===== src/hdl/gdac_pkg.sv =====
package gdac_pkg;

    // clock and timing
    localparam int unsigned CLK_PERIOD_PS   = 4000;
    localparam int unsigned DEAD_TIME_NS    = 50;
    localparam int unsigned DEAD_CYCLES     = (DEAD_TIME_NS * 1000 + CLK_PERIOD_PS - 1) / CLK_PERIOD_PS;
    localparam int unsigned GATE_RESET_NS   = 100;
    localparam int unsigned RESET_CYCLES    = (GATE_RESET_NS * 1000 + CLK_PERIOD_PS - 1) / CLK_PERIOD_PS;
    localparam int unsigned OC_OFFTIME_NS   = 1000;
    localparam int unsigned OFFTIME_CYCLES  = (OC_OFFTIME_NS * 1000 + CLK_PERIOD_PS - 1) / CLK_PERIOD_PS;
    localparam int unsigned CNT_W           = 8;

    // command word layout
    localparam int unsigned WORD_W          = 16;
    localparam int unsigned DATA_W          = 11;
    localparam int unsigned READ_BIT        = 15;
    localparam int unsigned ADDR_HI         = 14;
    localparam int unsigned ADDR_LO         = 11;

    // register addresses
    localparam logic [3:0] ADDR_STATUS1     = 4'h0;
    localparam logic [3:0] ADDR_STATUS2     = 4'h1;
    localparam logic [3:0] ADDR_GATE_CTRL   = 4'h2;
    localparam logic [3:0] ADDR_AMP_CTRL    = 4'h3;

    // reset values and masks
    localparam logic [10:0] GATE_CTRL_RST   = 11'h000;
    localparam logic [10:0] AMP_CTRL_RST    = 11'h000;
    localparam logic [10:0] AMP_CTRL_MASK   = 11'h07f;
    localparam logic [10:0] DATA_ZERO       = 11'h000;

    // gate_driver_control fields
    localparam int unsigned GC_CUR_LO       = 0;
    localparam int unsigned GC_RESET_BIT    = 2;
    localparam int unsigned GC_THREE_BIT    = 3;
    localparam int unsigned GC_OCR_LO       = 4;
    localparam int unsigned GC_THR_LO       = 6;

    // amp_and_misc_control fields
    localparam int unsigned AC_WARN_LO      = 0;
    localparam int unsigned AC_GAIN_LO      = 2;
    localparam int unsigned AC_SHORT1_BIT   = 4;
    localparam int unsigned AC_SHORT2_BIT   = 5;
    localparam int unsigned AC_OFFTIME_BIT  = 6;

    // status word 1 fields
    localparam int unsigned ST_SHUTDOWN_BIT = 10;
    localparam int unsigned ST_OT_SHUT_BIT  = 7;
    localparam int unsigned ST_OT_WARN_BIT  = 6;

    // overcurrent response codes
    localparam logic [1:0] OCR_LIMIT        = 2'h0;
    localparam logic [1:0] OCR_LATCH        = 2'h1;
    localparam logic [1:0] OCR_REPORT       = 2'h2;
    localparam logic [1:0] OCR_OFF          = 2'h3;

    // warning pin source codes
    localparam logic [1:0] WARN_BOTH        = 2'h0;
    localparam logic [1:0] WARN_OT          = 2'h1;

    // drain-source trip thresholds in millivolts
    localparam int unsigned MV_W            = 12;
    localparam logic [11:0] VDS_TRIP_MV [32] = '{
        12'h03c, 12'h044, 12'h04c, 12'h056, 12'h061, 12'h06d, 12'h07b, 12'h08a,
        12'h09b, 12'h0af, 12'h0c5, 12'h0de, 12'h0fa, 12'h11a, 12'h13d, 12'h166,
        12'h193, 12'h1c6, 12'h1ff, 12'h240, 12'h288, 12'h2da, 12'h336, 12'h39e,
        12'h413, 12'h497, 12'h52c, 12'h5d3, 12'h68f, 12'h764, 12'h853, 12'h960};

    typedef enum logic {GDAC_GR_IDLE, GDAC_GR_BUSY} gdac_gr_e;

endpackage : gdac_pkg


===== src/hdl/gdac_vds_table.sv =====
`timescale 1ns/100ps
`default_nettype none
module gdac_vds_table
    import gdac_pkg::*;
(
    input  wire logic         mclk,
    input  wire logic         rst_n,
    input  wire logic [4:0]   code,
    output logic [MV_W-1:0]   thr_mv
);

    always_ff @(posedge mclk or negedge rst_n) begin
        if (!rst_n) begin
            thr_mv <= VDS_TRIP_MV[0];
        end else begin
            thr_mv <= VDS_TRIP_MV[code];
        end
    end

endmodule : gdac_vds_table
`default_nettype wire


===== src/hdl/gdac_phase.sv =====
`timescale 1ns/100ps
`default_nettype none
module gdac_phase
    import gdac_pkg::*;
(
    input  wire logic mclk,
    input  wire logic rst_n,
    input  wire logic hi_req,
    input  wire logic lo_req,
    input  wire logic three_input,
    input  wire logic trip_limit,
    input  wire logic offtime_en,
    input  wire logic force_off,
    output logic      gate_hi,
    output logic      gate_lo
);

    logic             hi_req_d_reg;
    logic             want_h_d_reg;
    logic             block_reg;
    logic [CNT_W-1:0] off_cnt_reg;
    logic [CNT_W-1:0] dead_cnt_reg;
    logic             want_h;
    logic             want_l;
    logic             change;
    logic             unblock;

    assign want_h  = hi_req;
    assign want_l  = three_input ? !hi_req : lo_req;
    assign change  = three_input && (want_h != want_h_d_reg);
    assign unblock = offtime_en ? (off_cnt_reg == CNT_W'(1))
                                : (hi_req && !hi_req_d_reg);

    always_ff @(posedge mclk or negedge rst_n) begin
        if (!rst_n) begin
            hi_req_d_reg <= 1'b0;
            want_h_d_reg <= 1'b0;
        end else begin
            hi_req_d_reg <= hi_req;
            want_h_d_reg <= want_h;
        end
    end

    // current limiting: phase held off until next pwm cycle or off time ends
    always_ff @(posedge mclk or negedge rst_n) begin
        if (!rst_n) begin
            block_reg   <= 1'b0;
            off_cnt_reg <= '0;
        end else begin
            if (trip_limit) begin
                block_reg   <= 1'b1;
                off_cnt_reg <= CNT_W'(OFFTIME_CYCLES);
            end else begin
                if (unblock) begin
                    block_reg <= 1'b0;
                end
                if (off_cnt_reg != '0) begin
                    off_cnt_reg <= off_cnt_reg - CNT_W'(1);
                end
            end
        end
    end

    always_ff @(posedge mclk or negedge rst_n) begin
        if (!rst_n) begin
            dead_cnt_reg <= '0;
        end else if (change) begin
            dead_cnt_reg <= CNT_W'(DEAD_CYCLES);
        end else if (dead_cnt_reg != '0) begin
            dead_cnt_reg <= dead_cnt_reg - CNT_W'(1);
        end
    end

    always_ff @(posedge mclk or negedge rst_n) begin
        if (!rst_n) begin
            gate_hi <= 1'b0;
            gate_lo <= 1'b0;
        end else begin
            gate_hi <= want_h && !block_reg && !force_off && !trip_limit && !change && (dead_cnt_reg == '0);
            gate_lo <= want_l && !block_reg && !force_off && !trip_limit && !change && (dead_cnt_reg == '0);
        end
    end

    three_no_overlap_a: assert property (@(posedge mclk) disable iff (!rst_n)
        three_input |=> !(gate_hi && gate_lo))
        else $error("both gates of a phase on in three input mode");

    six_independent_a: assert property (@(posedge mclk) disable iff (!rst_n)
        (!three_input && lo_req && !block_reg && !force_off && !trip_limit && dead_cnt_reg == '0) |=> gate_lo)
        else $error("low gate did not follow its own input");

endmodule : gdac_phase
`default_nettype wire


===== src/hdl/gdac_regs.sv =====
`timescale 1ns/100ps
`default_nettype none
module gdac_regs
    import gdac_pkg::*;
#(
    parameter logic [3:0] DEVICE_ID = 4'h5   // arbitrary value
)
(
    input  wire logic            mclk,
    input  wire logic            rst_n,
    input  wire logic            cmd_valid,
    input  wire logic [15:0]     cmd_word,
    input  wire logic [2:0]      pwm_hi_in,
    input  wire logic [2:0]      pwm_lo_in,
    input  wire logic            ot_warn_in,
    input  wire logic            ot_shutdown_in,
    input  wire logic [6*12-1:0] vds_mv,
    output logic [15:0]          resp_word,
    output logic [2:0]           gate_hi,
    output logic [2:0]           gate_lo,
    output logic [1:0]           gate_current_sel,
    output logic [1:0]           amp_gain_sel,
    output logic                 amp1_input_short,
    output logic                 amp2_input_short,
    output logic                 fault_n,
    output logic                 warning_pin_n
);

    localparam int GR_MAX = 27;

    logic [10:0]      gate_ctrl_reg;
    logic [10:0]      amp_ctrl_reg;
    logic [10:0]      status1_reg;
    logic             shutdown_reg;
    gdac_gr_e         gr_state_reg;
    logic [CNT_W-1:0] gr_cnt_reg;
    logic [2:0]       hi_meta_reg, hi_sync_reg;
    logic [2:0]       lo_meta_reg, lo_sync_reg;
    logic [1:0]       ot_meta_reg, ot_sync_reg;
    logic [MV_W-1:0]  thr_mv;
    logic [5:0]       gate_on;
    logic [5:0]       trip;
    logic [2:0]       trip_limit;
    logic             force_off;
    logic             wr_en;
    logic             rd_en;
    logic [3:0]       cmd_addr;
    logic [10:0]      cmd_data;
    logic [1:0]       ocr;
    logic [1:0]       warn_src;
    logic             status_clr;
    logic [10:0]      status_set;
    logic             warn;
    logic [10:0]      rd_data;

    assign cmd_addr = cmd_word[ADDR_HI:ADDR_LO];
    assign cmd_data = cmd_word[DATA_W-1:0];
    assign wr_en    = cmd_valid && !cmd_word[READ_BIT];
    assign rd_en    = cmd_valid && cmd_word[READ_BIT];
    assign ocr      = gate_ctrl_reg[GC_OCR_LO +: 2];
    assign warn_src = amp_ctrl_reg[AC_WARN_LO +: 2];
    assign force_off = shutdown_reg || (gr_state_reg == GDAC_GR_BUSY);

    // pin synchronisers
    always_ff @(posedge mclk or negedge rst_n) begin
        if (!rst_n) begin
            hi_meta_reg <= '0;
            hi_sync_reg <= '0;
            lo_meta_reg <= '0;
            lo_sync_reg <= '0;
            ot_meta_reg <= '0;
            ot_sync_reg <= '0;
        end else begin
            hi_meta_reg <= pwm_hi_in;
            hi_sync_reg <= hi_meta_reg;
            lo_meta_reg <= pwm_lo_in;
            lo_sync_reg <= lo_meta_reg;
            ot_meta_reg <= {ot_shutdown_in, ot_warn_in};
            ot_sync_reg <= ot_meta_reg;
        end
    end

    // gate_driver_control register and its self-clearing reset bit
    always_ff @(posedge mclk or negedge rst_n) begin
        if (!rst_n) begin
            gate_ctrl_reg <= GATE_CTRL_RST;
            gr_state_reg  <= GDAC_GR_IDLE;
            gr_cnt_reg    <= '0;
        end else begin
            if (wr_en && cmd_addr == ADDR_GATE_CTRL) begin
                gate_ctrl_reg <= cmd_data;
            end
            case (gr_state_reg)
                GDAC_GR_IDLE: begin
                    if (wr_en && cmd_addr == ADDR_GATE_CTRL && cmd_data[GC_RESET_BIT]) begin
                        gr_state_reg <= GDAC_GR_BUSY;
                        gr_cnt_reg   <= CNT_W'(RESET_CYCLES);
                    end
                end
                GDAC_GR_BUSY: begin
                    if (gr_cnt_reg == CNT_W'(1)) begin
                        gr_state_reg <= GDAC_GR_IDLE;
                        gate_ctrl_reg[GC_RESET_BIT] <= 1'b0;
                    end
                    if (gr_cnt_reg != '0) begin
                        gr_cnt_reg <= gr_cnt_reg - CNT_W'(1);
                    end
                end
                default: begin
                    gr_state_reg <= GDAC_GR_IDLE;
                end
            endcase
        end
    end

    always_ff @(posedge mclk or negedge rst_n) begin
        if (!rst_n) begin
            amp_ctrl_reg <= AMP_CTRL_RST;
        end else if (wr_en && cmd_addr == ADDR_AMP_CTRL) begin
            amp_ctrl_reg <= cmd_data & AMP_CTRL_MASK;
        end
    end

    gdac_vds_table u_table (
        .mclk   (mclk),
        .rst_n  (rst_n),
        .code   (gate_ctrl_reg[GC_THR_LO +: 5]),
        .thr_mv (thr_mv)
    );

    // per-phase detection and gate control
    genvar p;
    generate
        for (p = 0; p < 3; p++) begin : g_phase
            assign gate_on[5-2*p] = gate_hi[p];
            assign gate_on[4-2*p] = gate_lo[p];
            assign trip[5-2*p] = (ocr != OCR_OFF) && gate_hi[p] && (vds_mv[(5-2*p)*MV_W +: MV_W] > thr_mv);
            assign trip[4-2*p] = (ocr != OCR_OFF) && gate_lo[p] && (vds_mv[(4-2*p)*MV_W +: MV_W] > thr_mv);
            assign trip_limit[p] = (ocr == OCR_LIMIT) && (trip[5-2*p] || trip[4-2*p]);

            gdac_phase u_phase (
                .mclk        (mclk),
                .rst_n       (rst_n),
                .hi_req      (hi_sync_reg[p]),
                .lo_req      (lo_sync_reg[p]),
                .three_input (gate_ctrl_reg[GC_THREE_BIT]),
                .trip_limit  (trip_limit[p]),
                .offtime_en  (amp_ctrl_reg[AC_OFFTIME_BIT]),
                .force_off   (force_off),
                .gate_hi     (gate_hi[p]),
                .gate_lo     (gate_lo[p])
            );
        end
    endgenerate

    // latched shutdown: overcurrent in latch mode or overtemperature shutdown
    always_ff @(posedge mclk or negedge rst_n) begin
        if (!rst_n) begin
            shutdown_reg <= 1'b0;
        end else if ((ocr == OCR_LATCH && |trip) || ot_sync_reg[1]) begin
            shutdown_reg <= 1'b1;
        end else if (gr_state_reg == GDAC_GR_BUSY) begin
            shutdown_reg <= 1'b0;
        end
    end

    // status word 1, cleared on any command (read or write) or gate reset, set wins
    assign status_clr = cmd_valid || (gr_state_reg == GDAC_GR_BUSY);
    always_comb begin
        status_set = DATA_ZERO;
        status_set[5:0] = trip;
        status_set[ST_OT_WARN_BIT] = ot_sync_reg[0];
        status_set[ST_OT_SHUT_BIT] = ot_sync_reg[1];
    end

    always_ff @(posedge mclk or negedge rst_n) begin
        if (!rst_n) begin
            status1_reg <= DATA_ZERO;
        end else begin
            status1_reg <= (status_clr ? DATA_ZERO : status1_reg) | status_set;
        end
    end

    always_comb begin
        rd_data = DATA_ZERO;
        case (cmd_addr)
            ADDR_STATUS1: begin
                rd_data = status1_reg;
                rd_data[ST_SHUTDOWN_BIT] = shutdown_reg;
            end
            ADDR_STATUS2:   rd_data = {7'h00, DEVICE_ID};
            ADDR_GATE_CTRL: rd_data = gate_ctrl_reg;
            ADDR_AMP_CTRL:  rd_data = amp_ctrl_reg;
            default:        rd_data = DATA_ZERO;
        endcase
        if (!cmd_word[READ_BIT]) begin
            rd_data = status1_reg;
            rd_data[ST_SHUTDOWN_BIT] = shutdown_reg;
        end
    end

    always_ff @(posedge mclk or negedge rst_n) begin
        if (!rst_n) begin
            resp_word <= '0;
        end else if (rd_en) begin
            resp_word <= {1'b0, cmd_addr, rd_data};
        end else if (wr_en) begin
            resp_word <= {1'b0, ADDR_STATUS1, rd_data};
        end
    end

    // warning pin source
    always_comb begin
        case (warn_src)
            WARN_BOTH: warn = ot_sync_reg[0] || (|status1_reg[5:0]);
            WARN_OT:   warn = ot_sync_reg[0];
            default:   warn = |status1_reg[5:0];
        endcase
    end

    always_ff @(posedge mclk or negedge rst_n) begin
        if (!rst_n) begin
            warning_pin_n    <= 1'b1;
            fault_n          <= 1'b1;
            gate_current_sel <= '0;
            amp_gain_sel     <= '0;
            amp1_input_short <= 1'b0;
            amp2_input_short <= 1'b0;
        end else begin
            warning_pin_n    <= !warn;
            fault_n          <= !shutdown_reg;
            gate_current_sel <= gate_ctrl_reg[GC_CUR_LO +: 2];
            amp_gain_sel     <= amp_ctrl_reg[AC_GAIN_LO +: 2];
            amp1_input_short <= amp_ctrl_reg[AC_SHORT1_BIT];
            amp2_input_short <= amp_ctrl_reg[AC_SHORT2_BIT];
        end
    end

    gate_reset_clear_a: assert property (@(posedge mclk) disable iff (!rst_n)
        (wr_en && cmd_addr == ADDR_GATE_CTRL && cmd_data[GC_RESET_BIT] && gr_state_reg == GDAC_GR_IDLE)
        |-> ##[1:GR_MAX] !gate_ctrl_reg[GC_RESET_BIT])
        else $error("gate reset bit did not clear itself");

    gate_reset_fault_a: assert property (@(posedge mclk) disable iff (!rst_n)
        (gr_state_reg == GDAC_GR_BUSY && !ot_sync_reg[1] && !(ocr == OCR_LATCH && |trip)) |=> !shutdown_reg)
        else $error("shutdown not cleared by gate reset");

    fault_polarity_a: assert property (@(posedge mclk) disable iff (!rst_n)
        fault_n == !$past(shutdown_reg))
        else $error("fault pin not inverse of shutdown flag");

    latch_shutdown_a: assert property (@(posedge mclk) disable iff (!rst_n)
        (ocr == OCR_LATCH && |trip) |=> (shutdown_reg ##1 !fault_n))
        else $error("latch mode trip did not shut down");

    oc_disabled_a: assert property (@(posedge mclk) disable iff (!rst_n)
        (ocr == OCR_OFF && status_clr) |=> (status1_reg[5:0] == 6'h00))
        else $error("trip seen while protection disabled");

    trip_cause_a: assert property (@(posedge mclk) disable iff (!rst_n)
        (trip != 6'h00) |-> ((trip & ~gate_on) == 6'h00))
        else $error("trip raised for a transistor that is off");

    warn_ot_only_a: assert property (@(posedge mclk) disable iff (!rst_n)
        (warn_src == WARN_OT && !ot_sync_reg[0]) |=> warning_pin_n)
        else $error("warning pin low without overtemperature");

    reserved_zero_a: assert property (@(posedge mclk) disable iff (!rst_n)
        amp_ctrl_reg[10:7] == 4'h0)
        else $error("reserved control bits not zero");

    gain_follow_a: assert property (@(posedge mclk) disable iff (!rst_n)
        (wr_en && cmd_addr == ADDR_AMP_CTRL) |-> ##2 (amp_gain_sel == $past(cmd_data[3:2], 2)))
        else $error("gain select did not follow write");

endmodule : gdac_regs
`default_nettype wire


===== config.mk =====
export PLATFORM = sky130hd
export DESIGN_NAME = gdac_regs
export DESIGN_NICKNAME = d
export VERILOG_FILES = /design/src/hdl/gdac_pkg.sv /design/src/hdl/gdac_vds_table.sv /design/src/hdl/gdac_phase.sv /design/src/hdl/gdac_regs.sv
export SDC_FILE = /design/constraint.sdc
export NUM_CORES = 1
export LEC_CHECK = 0
export ABC_AREA = 1
export BUFFER_PORTS_ARGS = -buffer_cell sky130_fd_sc_hd__clkbuf_2
export CAP_MARGIN = 10
export CORE_MARGIN = 2
export CORE_UTILIZATION = 40
export CTS_CLUSTER_SIZE = 14
export DETAILED_ROUTE_END_ITERATION = 12
export GPL_ROUTABILITY_DRIVEN = 1
export PLACE_DENSITY = 0.65
export SKIP_CTS_REPAIR_TIMING = 1
export SKIP_LAST_GASP = 1
export SLEW_MARGIN = 20
export SYNTH_ARGS = -nofsm -noshare
export SYNTH_HDL_FRONTEND = slang
export SYNTH_HIERARCHICAL = 1
export SYNTH_SLANG_ARGS = --single-unit
export TNS_END_PERCENT = 10

===== constraint.sdc =====
create_clock -name mclk -period 4.2 [get_ports mclk]
set_input_delay 0.21 -clock mclk [delete_from_list [all_inputs] [get_ports mclk]]
set_output_delay 0.21 -clock mclk [all_outputs]
set_load 0.01 [all_outputs]

# --- Word level (Yosys, flattened, before mapping) ---
# Memories as Yosys holds them, arrays and structs flattened. A register that Yosys moved wholly into a read port is not among the register bits.
# Index checks and enable logic that the tools add are counted.
totals:
  in_bits: 99
  out_inout_bits: 30
  ff_bits: 139
  rom_bits: 384
  elab_cells: 222
  n_memories: 1
classes:
  reduce_logical: 111
  bitwise_logic: 3
  eq_ne: 15
  n_addsub: 7
  n_mux: 41
  magnitude_cmp: 6
memory_table:
  columns: ["name", "words", "width", "rd", "rd_clocked_by_memory_dff", "wr", "line", "source"]
  rows:
  - ["(name not given)", 32, 12, 1, 1, 0, "gdac_vds_table.sv:16", "thr_mv <= VDS_TRIP_MV[code];"]
op_table:
  columns: ["cell", "n"]
  rows:
  - ["8-bit 2-to-1 mux", 14]
  - ["12-bit > comparator", 6]
  - ["1-bit logical AND", 57]
  - ["8-bit nonzero test", 7]
  - ["8-bit by 1-bit subtractor with 8-bit output (second input constant)", 7]
  - ["11-bit case mux with 4 select lines", 1]
  - ["8-bit by 1-bit == test with 1-bit output (second input constant)", 4]
  - ["16-bit 2-to-1 mux", 2]
  - ["8-bit logical NOT", 3]
  - ["11-bit 2-to-1 mux", 2]
  - ["2-bit nonzero test", 11]
  - ["1-bit logical NOT", 20]
  - ["1-bit 2-to-1 mux", 18]
  - ["8-bit case mux with 2 select lines", 1]
  - ["6-bit OR reduction", 2]
  - ["11-bit by 8-bit bitwise OR with 11-bit output", 1]
  - ["4-bit by 2-bit == test with 1-bit output (second input constant)", 2]
  - ["1-bit logical OR", 7]
  - ["5-bit inverter with 6-bit output", 1]
  - ["2-bit by 1-bit == test with 1-bit output (second input constant)", 2]
  - ["4-bit by 1-bit == test with 1-bit output (second input constant)", 1]
  - ["2-bit logical NOT", 2]
  - ["4-bit logical NOT", 1]
  - ["2-bit inequality test (second input constant)", 2]
  - ["6 further kinds", 9]

# --- Logic depth before layout (Yosys ltp) ---
# Gate-level depths: netlist of the first run.
depth:
  depth_word: 9
  mapped_depth: 16
  mapped_depth_nobuf: 16

# --- By module ---
# The synthesis of the first run kept the hierarchy.
by_module_without_submodules:
  columns: ["mod", "n_inst", "area_each_um2", "cells_each"]
  rows:
  - ["gdac_regs", 1, 4830.9, 585]
  - ["gdac_phase", 3, 1171.1, 151]
  - ["gdac_vds_table", 1, 967.2, 144]

# --- Worst setup path after synthesis of the first run ---
# OpenSTA, ideal clock, no wires.
synth_path:
  path_kind: "flip-flop to flip-flop"
  from: "register u_table.thr_mv[5]"
  to: "register g_phase[1].u_phase.off_cnt_reg[1]"
  arrival_time_ns: 2.010
  setup_ns: 0.077
  period_less_slack_ns: 2.087
  path_buffers: 0
  stages_incl_launch_ff: 14
  setup_slack_ns: 2.113
  path_cell_list: "dfstp_2 > inv_1 > ha_1 > nand2_1 > nor2_1 > and2_1 > nand2_1 > nand3_1 > nand2_1 > a21oi_1 > inv_1 > nand3_1 > nand2_1 > o21ai_1"
synth_via:
  elab_chain_len: 5
  word_cells_on_any_way: 8
  cone_classes: "order compare: 2; mux: 1; reduce/logical: 5"
synth_lines:
  columns: ["element", "line", "source"]
  rows:
  - ["start, declared", "gdac_vds_table.sv:9", "output logic [MV_W-1:0] thr_mv"]
  - ["12-bit > comparator (on tied branches)", "gdac_regs.sv:137, gdac_regs.sv:138", null]
  - ["1-bit logical AND (on tied branches)", "gdac_regs.sv:137, gdac_regs.sv:138", null]
  - ["1-bit logical OR (*)", "gdac_regs.sv:139", "assign trip_limit[p] = (ocr == OCR_LIMIT) && (trip[5-2*p] || trip[4-2*p]);"]
  - ["1-bit logical AND (*)", "gdac_regs.sv:139", null]
  - ["named net trip_limit[1]", "gdac_regs.sv:43", "logic [2:0] trip_limit;"]
  - ["8-bit 2-to-1 mux or 2-bit nonzero test (tied branches)", null, null]
  - ["end signal, assigned", "gdac_phase.sv:52", "off_cnt_reg <= CNT_W'(OFFTIME_CYCLES);"]
  - ["end signal, assigned", "gdac_phase.sv:58", "off_cnt_reg <= off_cnt_reg - CNT_W'(1);"]
  - ["end, declared", "gdac_phase.sv:21", "logic [CNT_W-1:0] off_cnt_reg;"]
# Mark *: on every way through the listed nets, which the timed path passes. The rest lies on a longest branch.
# A chain may end at the register's enable or synchronous reset.

# --- Worst setup path after layout of the first run ---
layout_path:
  from: "register u_table.thr_mv[5]"
  to: "register g_phase[0].u_phase.off_cnt_reg[1]"
layout_via:
  elab_chain_len: 5
  word_cells_on_any_way: 8
  cone_classes: "order compare: 2; mux: 1; reduce/logical: 5"
layout_lines:
  columns: ["element", "line"]
  rows:
  - ["12-bit > comparator (on tied branches)", "gdac_regs.sv:137, gdac_regs.sv:138"]
  - ["1-bit logical AND (on tied branches)", "gdac_regs.sv:137, gdac_regs.sv:138"]
  - ["1-bit logical OR (*)", "gdac_regs.sv:139"]
  - ["1-bit logical AND (*)", "gdac_regs.sv:139"]
  - ["named net trip_limit[0]", "gdac_regs.sv:43"]
  - ["8-bit 2-to-1 mux or 2-bit nonzero test (tied branches)", null]
  - ["end signal, assigned", "gdac_phase.sv:52"]
  - ["end signal, assigned", "gdac_phase.sv:58"]
  - ["end, declared", "gdac_phase.sv:21"]
# Marked as above.

==> impl_metrics.csv, run 1 <==
group,metric,value,unit
status,status,"finished, violations left",
status,violations,"hold timing",
power,p_clk_share,28.7,%
sta,finalSetupTns,0,ps
grt,grt_pass1_vias,7572,
route,drc,0,
grt,grt_overflow,0,
cts,h-tree-depth,4,
synthesis,yosysTopAreaCell,"dfrtp_1",
floorplanning,rows,55,
cells_and_area,drive_gt1_share,16.5,%
cells_and_area,finalNetCount,1529,
route,dr.pass1.iters,5,
power,max-vdd-ir-drop,0.305,mV
run,max_cap_viol_count,0,
placement,numPortBuffers,127,
sta,worst_pin_slew,890,ps
setup_path,crit_path_frequent_cell,"nand2_1",
cts,path_clk_slew,70,ps
floorplanning,initial_utilization,40.9,%
sta,timing.hold.ws,-4.35,ps
sta,fin_skew,10.2,ps
power,pwr-share-seq,36.5,%
grt,grt_pass1_wl,37.6,mm
placement,dp_slack,1660,ps
grt,antenna_found_initial,0,
route,vias,7947,
cts,cts_made_buffers,17,
power,switching_share,38.4,%
setup_path,crit_arrival,2920,ps
cells_and_area,fin_util,48.3,%
sta,rsz0062_at_grt,"no",
route,routed_via_density,4.80,
power,switchingPower,0.00215,W
cells_and_area,diodes,0,
cts,cts-root-buf,"clkbuf_16",
synthesis,ys_async_sr_fraction,100,%
cts,clock_sinks,147,
setup_path,worst_path_largest_cell_delay,510,ps
power,power_per_cell_area,510,mW/mm2
sta,setup_violations,0,
setup_path,end_kind,"register",
cts,cts_tree,"built",
synthesis,ys_seq_elements,147,
route,dr.first_iter.drc_count,633,
synthesis,syn_area_per_cell,7.88,um2
synthesis,synth_edf_count,0,
route,routed_wl,22.8,mm
sta,fmax,388,MHz
cts,clock_path_buffers,2,
floorplanning,die-width,157,um
route,wl_per_cell,13.8,um
synthesis,yosys-top-cells-area,"dfrtp_1 (38%), nand2_1 (14%), ha_1 (13%), inv_1 (7.3%), nand3_1 (4.6%)",
synthesis,synth_ff_type,"dfrtp_1",
synthesis,ys_seq_area_share,39.6,%
cells_and_area,syn2layout_area_growth,18.2,%
setup_path,path_cells,"inv_1 -> ha_1 -> nand2_1 -> nor2_1 -> and2_1 -> nand2_1 -> nand3_1 -> nand2_1 -> a21oi_1 -> inv_1 -> nand3_1 -> nand2_1 -> o21ai_1",
power,internal_power,0.00346,W
setup_path,crit_buf_inv,2,
setup_path,cp_slowest_cell,"dfstp_2",
cts,clk_latency,420,ps
sta,hold_viol,1,
route,ant_nets,0,
synthesis,synth.distinct_cells,47,
floorplanning,die_area,0.0245,mm2
power,p_leak,5.92,nW
setup_path,cp-start-kind,"register",
placement,dpl.hpwl,17.7,mm
placement,place.gp.congestion,0.855,
floorplanning,fp.dieH,157,um
sta,period_share,61.3,%
grt,grt_max_degree,98,
setup_path,worst_path_dominant_cell_family,"simple AND/OR/NAND/NOR gates",
synthesis,yosysMostFrequentCell,"nand2_1",
sta,layout_setup_ws,1620,ps
synthesis,synth_commonest_cells,"nand2_1 (337), inv_1 (180), dfrtp_1 (141)",
sta,drv_slew,0,
floorplanning,core,0.0228,mm2
synthesis,synth_cells,1182,
placement,placed_area,0.0103,mm2
synthesis,ys_warn_count,6,
synthesis,syn_area,0.00931,mm2
synthesis,synth_top_area_share,37.9,%
floorplanning,ios,129,
sta,period_needed,2580,ps
sta,slew_headroom,40.7,%
cells_and_area,final_area,0.0110,mm2
setup_path,worstPathMaxFanout,7,
setup_path,critical_path_class,"register to register",
power,combPwrFrac,34.9,%
setup_path,cp.required,4550,ps
synthesis,syn-num-nets,1381,
hold_path,hold_path.class,"input pin to register",
grt,grt.total_usage,19.4,%
[power groups by stage]
stage	Sequential (W)	Combinational [W]	Clock [W]
6_report	0.00205	0.00196	0.00161
4_1_cts	0.00205	0.00196	0.00164
3_5_place_dp	0.00207	0.00194	0
5_1_grt	0.00210	0.00230	0.00170
2_1_floorplan	0.00199	0.00151	0
3_3_place_gp	0.00207	0.00190	0
[final cells by class]
type,instances,area [um2]
Sequential cell,147,3690
Timing Repair Buffer,140,767
Inverter,193,729
Multi-Input combinational cell,831,4800
Tap cell,313,392
Fill cell,2216,11800
Clock buffer,20,467
Clock inverter,12,165
[worst reg2reg max path, stage by stage (launching register included)]
cell	delay, ps
dfstp_2	510
inv_1	110
ha_1	330
nand2_1	60
nor2_1	110
and2_1	140
nand2_1	50
nand3_1	70
nand2_1	120
a21oi_1	390
inv_1	240
nand3_1	230
nand2_1	70
o21ai_1	70
[logic make-up after synthesis]
group | Yosys count | share of synthesized area (%)
AO/OA/AOI/OAI | 133 | 8.22
XOR/XNOR | 12 | 1.13
adder cells (fa/ha/maj) | 100 | 13.4
buffers and inverters | 204 | 8.84
flip-flops | 147 | 39.6
multiplexers | 2 | 0.242
other | 1 | 0.0403
AND/OR/NAND/NOR | 583 | 28.5
[per-layer routing]
layer / vias up / track usage, % / share of wire (%)
met5: - / 0 / 0
met4: 0 / 4.54 / 1.0
met3: 15 / 3.60 / 5.3
met2: 204 / 31.9 / 46
met1: 3662 / 26.7 / 48
li1: 4066 / - / -
[layout by cell type, fill, tap and decap left out, types with 4 or more instances in the layout]
cell type,synthesis,layout
xnor2_1,5,5
dfrtp_1,141,141
a21o_1,4,4
inv_1,180,180
nand4_1,18,18
o211ai_1,10,10
nor2_1,89,89
a21oi_1,41,41
o21ai_0,51,51
nor2_4,11,11
ha_1,100,100
xor2_1,7,7
dlygate4sd3_1,0,11
inv_2,10,10
dfstp_2,6,6
o21ai_1,11,11
nand2_1,337,337
clkbuf_2,0,126
and2_1,4,4
nand3_1,86,86
o21bai_1,6,6
nand2_4,7,7
nand2_2,6,6
clkbuf_16,0,17
nor2_8,4,4
nor3_1,5,5
[stage by stage]
step / cells / power, W
after floorplan: 1182 / 0.00350
after global placement: 1613 / 0.00397
after detailed placement: 1613 / 0.00401
after CTS: 1645 / 0.00565
after global routing: 1656 / 0.00611
final: 1656 / 0.00562
[path summary, 6_finish.rpt]
kind                                                       to  slack, ps              start  depth (start not counted)
hold / removal                               gate_ctrl_reg[7]         -4        cmd_word[7]                          3
min in group asynchronous  g_phase[2].u_phase/dead_cnt_reg[5]        450              rst_n                          2
setup reg to reg            g_phase[0].u_phase/off_cnt_reg[1]       1620  u_table/thr_mv[5]                         13
setup / recovery            g_phase[0].u_phase/off_cnt_reg[1]       1620  u_table/thr_mv[5]                         13
hold reg to reg                                ot_sync_reg[1]        350     ot_meta_reg[1]                          0
max in group asynchronous                      lo_meta_reg[2]       2800              rst_n                          3
No activity file was read; power rests on OpenSTA's default activity.
==> run 2: changes to the inputs <==
Clock period 4.2 ns to 2.5 ns, I/O delays scaled along.
==> run 2 against run 1 <==
  * The run still ends with hold timing left
  * Cell area is 1.2% higher
  * Utilization is 0.56 points higher
  * Wire length is 1.1% lower
  * Clock-buffer cell count is 3 lower
  * Combinational power is 68% higher
  * Sequential cell count stayed put
  * Sequential power is 68% higher
  * Non-clock buffer count is 12 higher
  * Sequential share of layout area is 0.38 points lower
  * Largest cell class unchanged
  * Largest power group unchanged
==> impl_metrics.csv, run 2 (same netlist as run 1, synthesis figures left out) <==
group,metric,value,unit
status,status,"finished, violations left",
status,violations,"hold timing",
placement,dp_slack,104,ps
setup_path,cp_slowest_cell,"dfstp_2",
sta,rsz0062_at_grt,"yes",
route,drc,0,
setup_path,cp.required,2860,ps
setup_path,critical_path_class,"register to register",
route,vias,7904,
sta,period_needed,2320,ps
grt,grt_overflow,0,
setup_path,r2r-end,"g_phase[2].u_phase/off_cnt_reg[7]",
cts,path_clk_slew,70,ps
setup_path,cp-start-kind,"register",
setup_path,worst-r2r-cell-count,16,
setup_path,ff2ff_setup_slack,180,ps
setup_path,worst_path_dominant_cell_family,"simple AND/OR/NAND/NOR gates",
cells_and_area,diodes,0,
cells_and_area,final_cell_mix,"nand2_1 (337), inv_1 (180), dfrtp_1 (141), clkbuf_2 (126), ha_1 (100)",
setup_path,startpoint,"u_table/thr_mv[5]",
cts,clock_sinks,147,
power,p_clk_share,28.1,%
sta,period_share,93.0,%
floorplanning,rows,55,
cts,h-tree-depth,4,
placement,dpl.hpwl,17.8,mm
grt,grt.total_usage,19.2,%
cts,cts_made_buffers,17,
grt,grt_pass1_wl,37.2,mm
cells_and_area,multi_input_area,0.00481,mm2
cells_and_area,final_area,0.0111,mm2
placement,numPortBuffers,127,
power,pwr-share-seq,36.7,%
route,routed_via_density,4.74,
power,max-vdd-ir-drop,0.471,mV
sta,finalSetupTns,0,ps
cells_and_area,seqCellArea,0.00369,mm2
grt,antenna_found_initial,0,
placement,dp.cells,1616,
cts,clock_path_buffers,2,
setup_path,worstPathMaxFanout,7,
grt,grt_pass1_vias,7600,
setup_path,crit_buf_inv,4,
sta,drv_slew,0,
sta,fmax,430,MHz
setup_path,crit_path_frequent_cell,"nand2_1",
floorplanning,die-width,157,um
setup_path,end_kind,"register",
sta,fin_skew,8.84,ps
hold_path,hold_path.class,"input pin to register",
setup_path,worst_path_largest_cell_delay,510,ps
floorplanning,die_area,0.0245,mm2
route,ant_nets,0,
route,dr.first_iter.drc_count,482,
cells_and_area,layout_commonest_cell,"nand2_1",
cts,clk_latency,420,ps
cts,cts-root-buf,"clkbuf_16",
placement,placed_area,0.0103,mm2
floorplanning,ios,129,
route,dr.pass1.iters,6,
route,wl_per_cell,13.5,um
setup_path,path_cells,"inv_1 -> ha_1 -> nand2_1 -> nor2_1 -> and2_1 -> nand2_1 -> nand3_1 -> inv_1 -> nand2_1 -> nand2_1 -> inv_1 -> nor2_1 -> inv_1 -> nand2_2 -> nand3_1 -> nand2_1",
cells_and_area,final_cells,1668,
sta,timing.hold.ws,-22.7,ps
floorplanning,fp.dieH,157,um
floorplanning,core,0.0228,mm2
cells_and_area,syn2layout_area_growth,19.6,%
setup_path,crit_cells,16,
cts,cts_tree,"built",
setup_path,worstSetupEndpoint,"g_phase[2].u_phase/off_cnt_reg[7]",
power,switchingPower,0.00367,W
setup_path,r2r_start,"u_table/thr_mv[5]",
cells_and_area,drive_gt1_share,16.8,%
grt,grt_max_degree,75,
route,routed_wl,22.6,mm
floorplanning,initial_utilization,40.9,%
sta,slew_headroom,56.6,%
power,switching_share,39.3,%
sta,hold_viol,2,
power,p_leak,5.97,nW
sta,worst_pin_slew,651,ps
sta,layout_setup_ws,176,ps
power,internal_power,0.00568,W
setup_path,crit_arrival,2690,ps
placement,place.gp.congestion,0.896,
run,max_cap_viol_count,0,
cells_and_area,fillCellCount,2215,
power,power_per_cell_area,840,mW/mm2
sta,setup_violations,0,
power,combPwrFrac,35.1,%
cells_and_area,finalNetCount,1541,
## run 2: worst min path at each step
stage | start | endpoint | slack (ps) | cells after the start
global placement | rst_n | g_phase[2].u_phase/dead_cnt_reg[6] | -2 | 1
global route | cmd_word[3] | gate_ctrl_reg[3] | 4 | 3
finish | cmd_word[3] | gate_ctrl_reg[3] | -20 | 3
detailed placement | rst_n | g_phase[2].u_phase/dead_cnt_reg[6] | -1 | 1
CTS | rst_n | g_phase[2].u_phase/dead_cnt_reg[6] | -460 | 1
floorplan | rst_n | amp1_input_short | -170 | 0
## run 2: layout make-up
cell class	count	area share [%]
multi-input combinational	831	43.2
clock buffer	17	3.82
sequential	147	33.1
clock inverter	15	1.70
tap	313	3.52
inverter	193	6.55
timing repair buffer	152	8.12
## run 2: stage by stage
step	hold slack, ps	util (%)	power, W
finish	-22.7	48.9	0.00936
global route	4.23	48.9	0.0102
CTS	-458	48.0	0.00943
detailed placement	-1.30	45.3	0.00674
global placement	-2.19	45.3	0.00667
floorplan	-171	-	0.00588
## run 2: routing by layer
layer / global-route usage [%] / routed length, um / vias up
met5: 0 / 0 / -
met4: 4.50 / 280 / 0
met3: 3.79 / 929 / 16
met2: 31.2 / 10400 / 184
met1: 26.4 / 11000 / 3618
li1: - / - / 4086
## run 2: power groups by stage
stage / clock network (W) / logic, W / registers [W]
final: 0.00263 / 0.00329 / 0.00344
after global routing: 0.00281 / 0.00386 / 0.00352
after CTS: 0.00270 / 0.00329 / 0.00344
after detailed placement: 0 / 0.00327 / 0.00347
after global placement: 0 / 0.00320 / 0.00347
after floorplan: 0 / 0.00254 / 0.00334
## run 2: tightest hold or removal path, cell delays in order
cell      delay (ps)
clkbuf_2          80
inv_1             70
o21ai_0           80
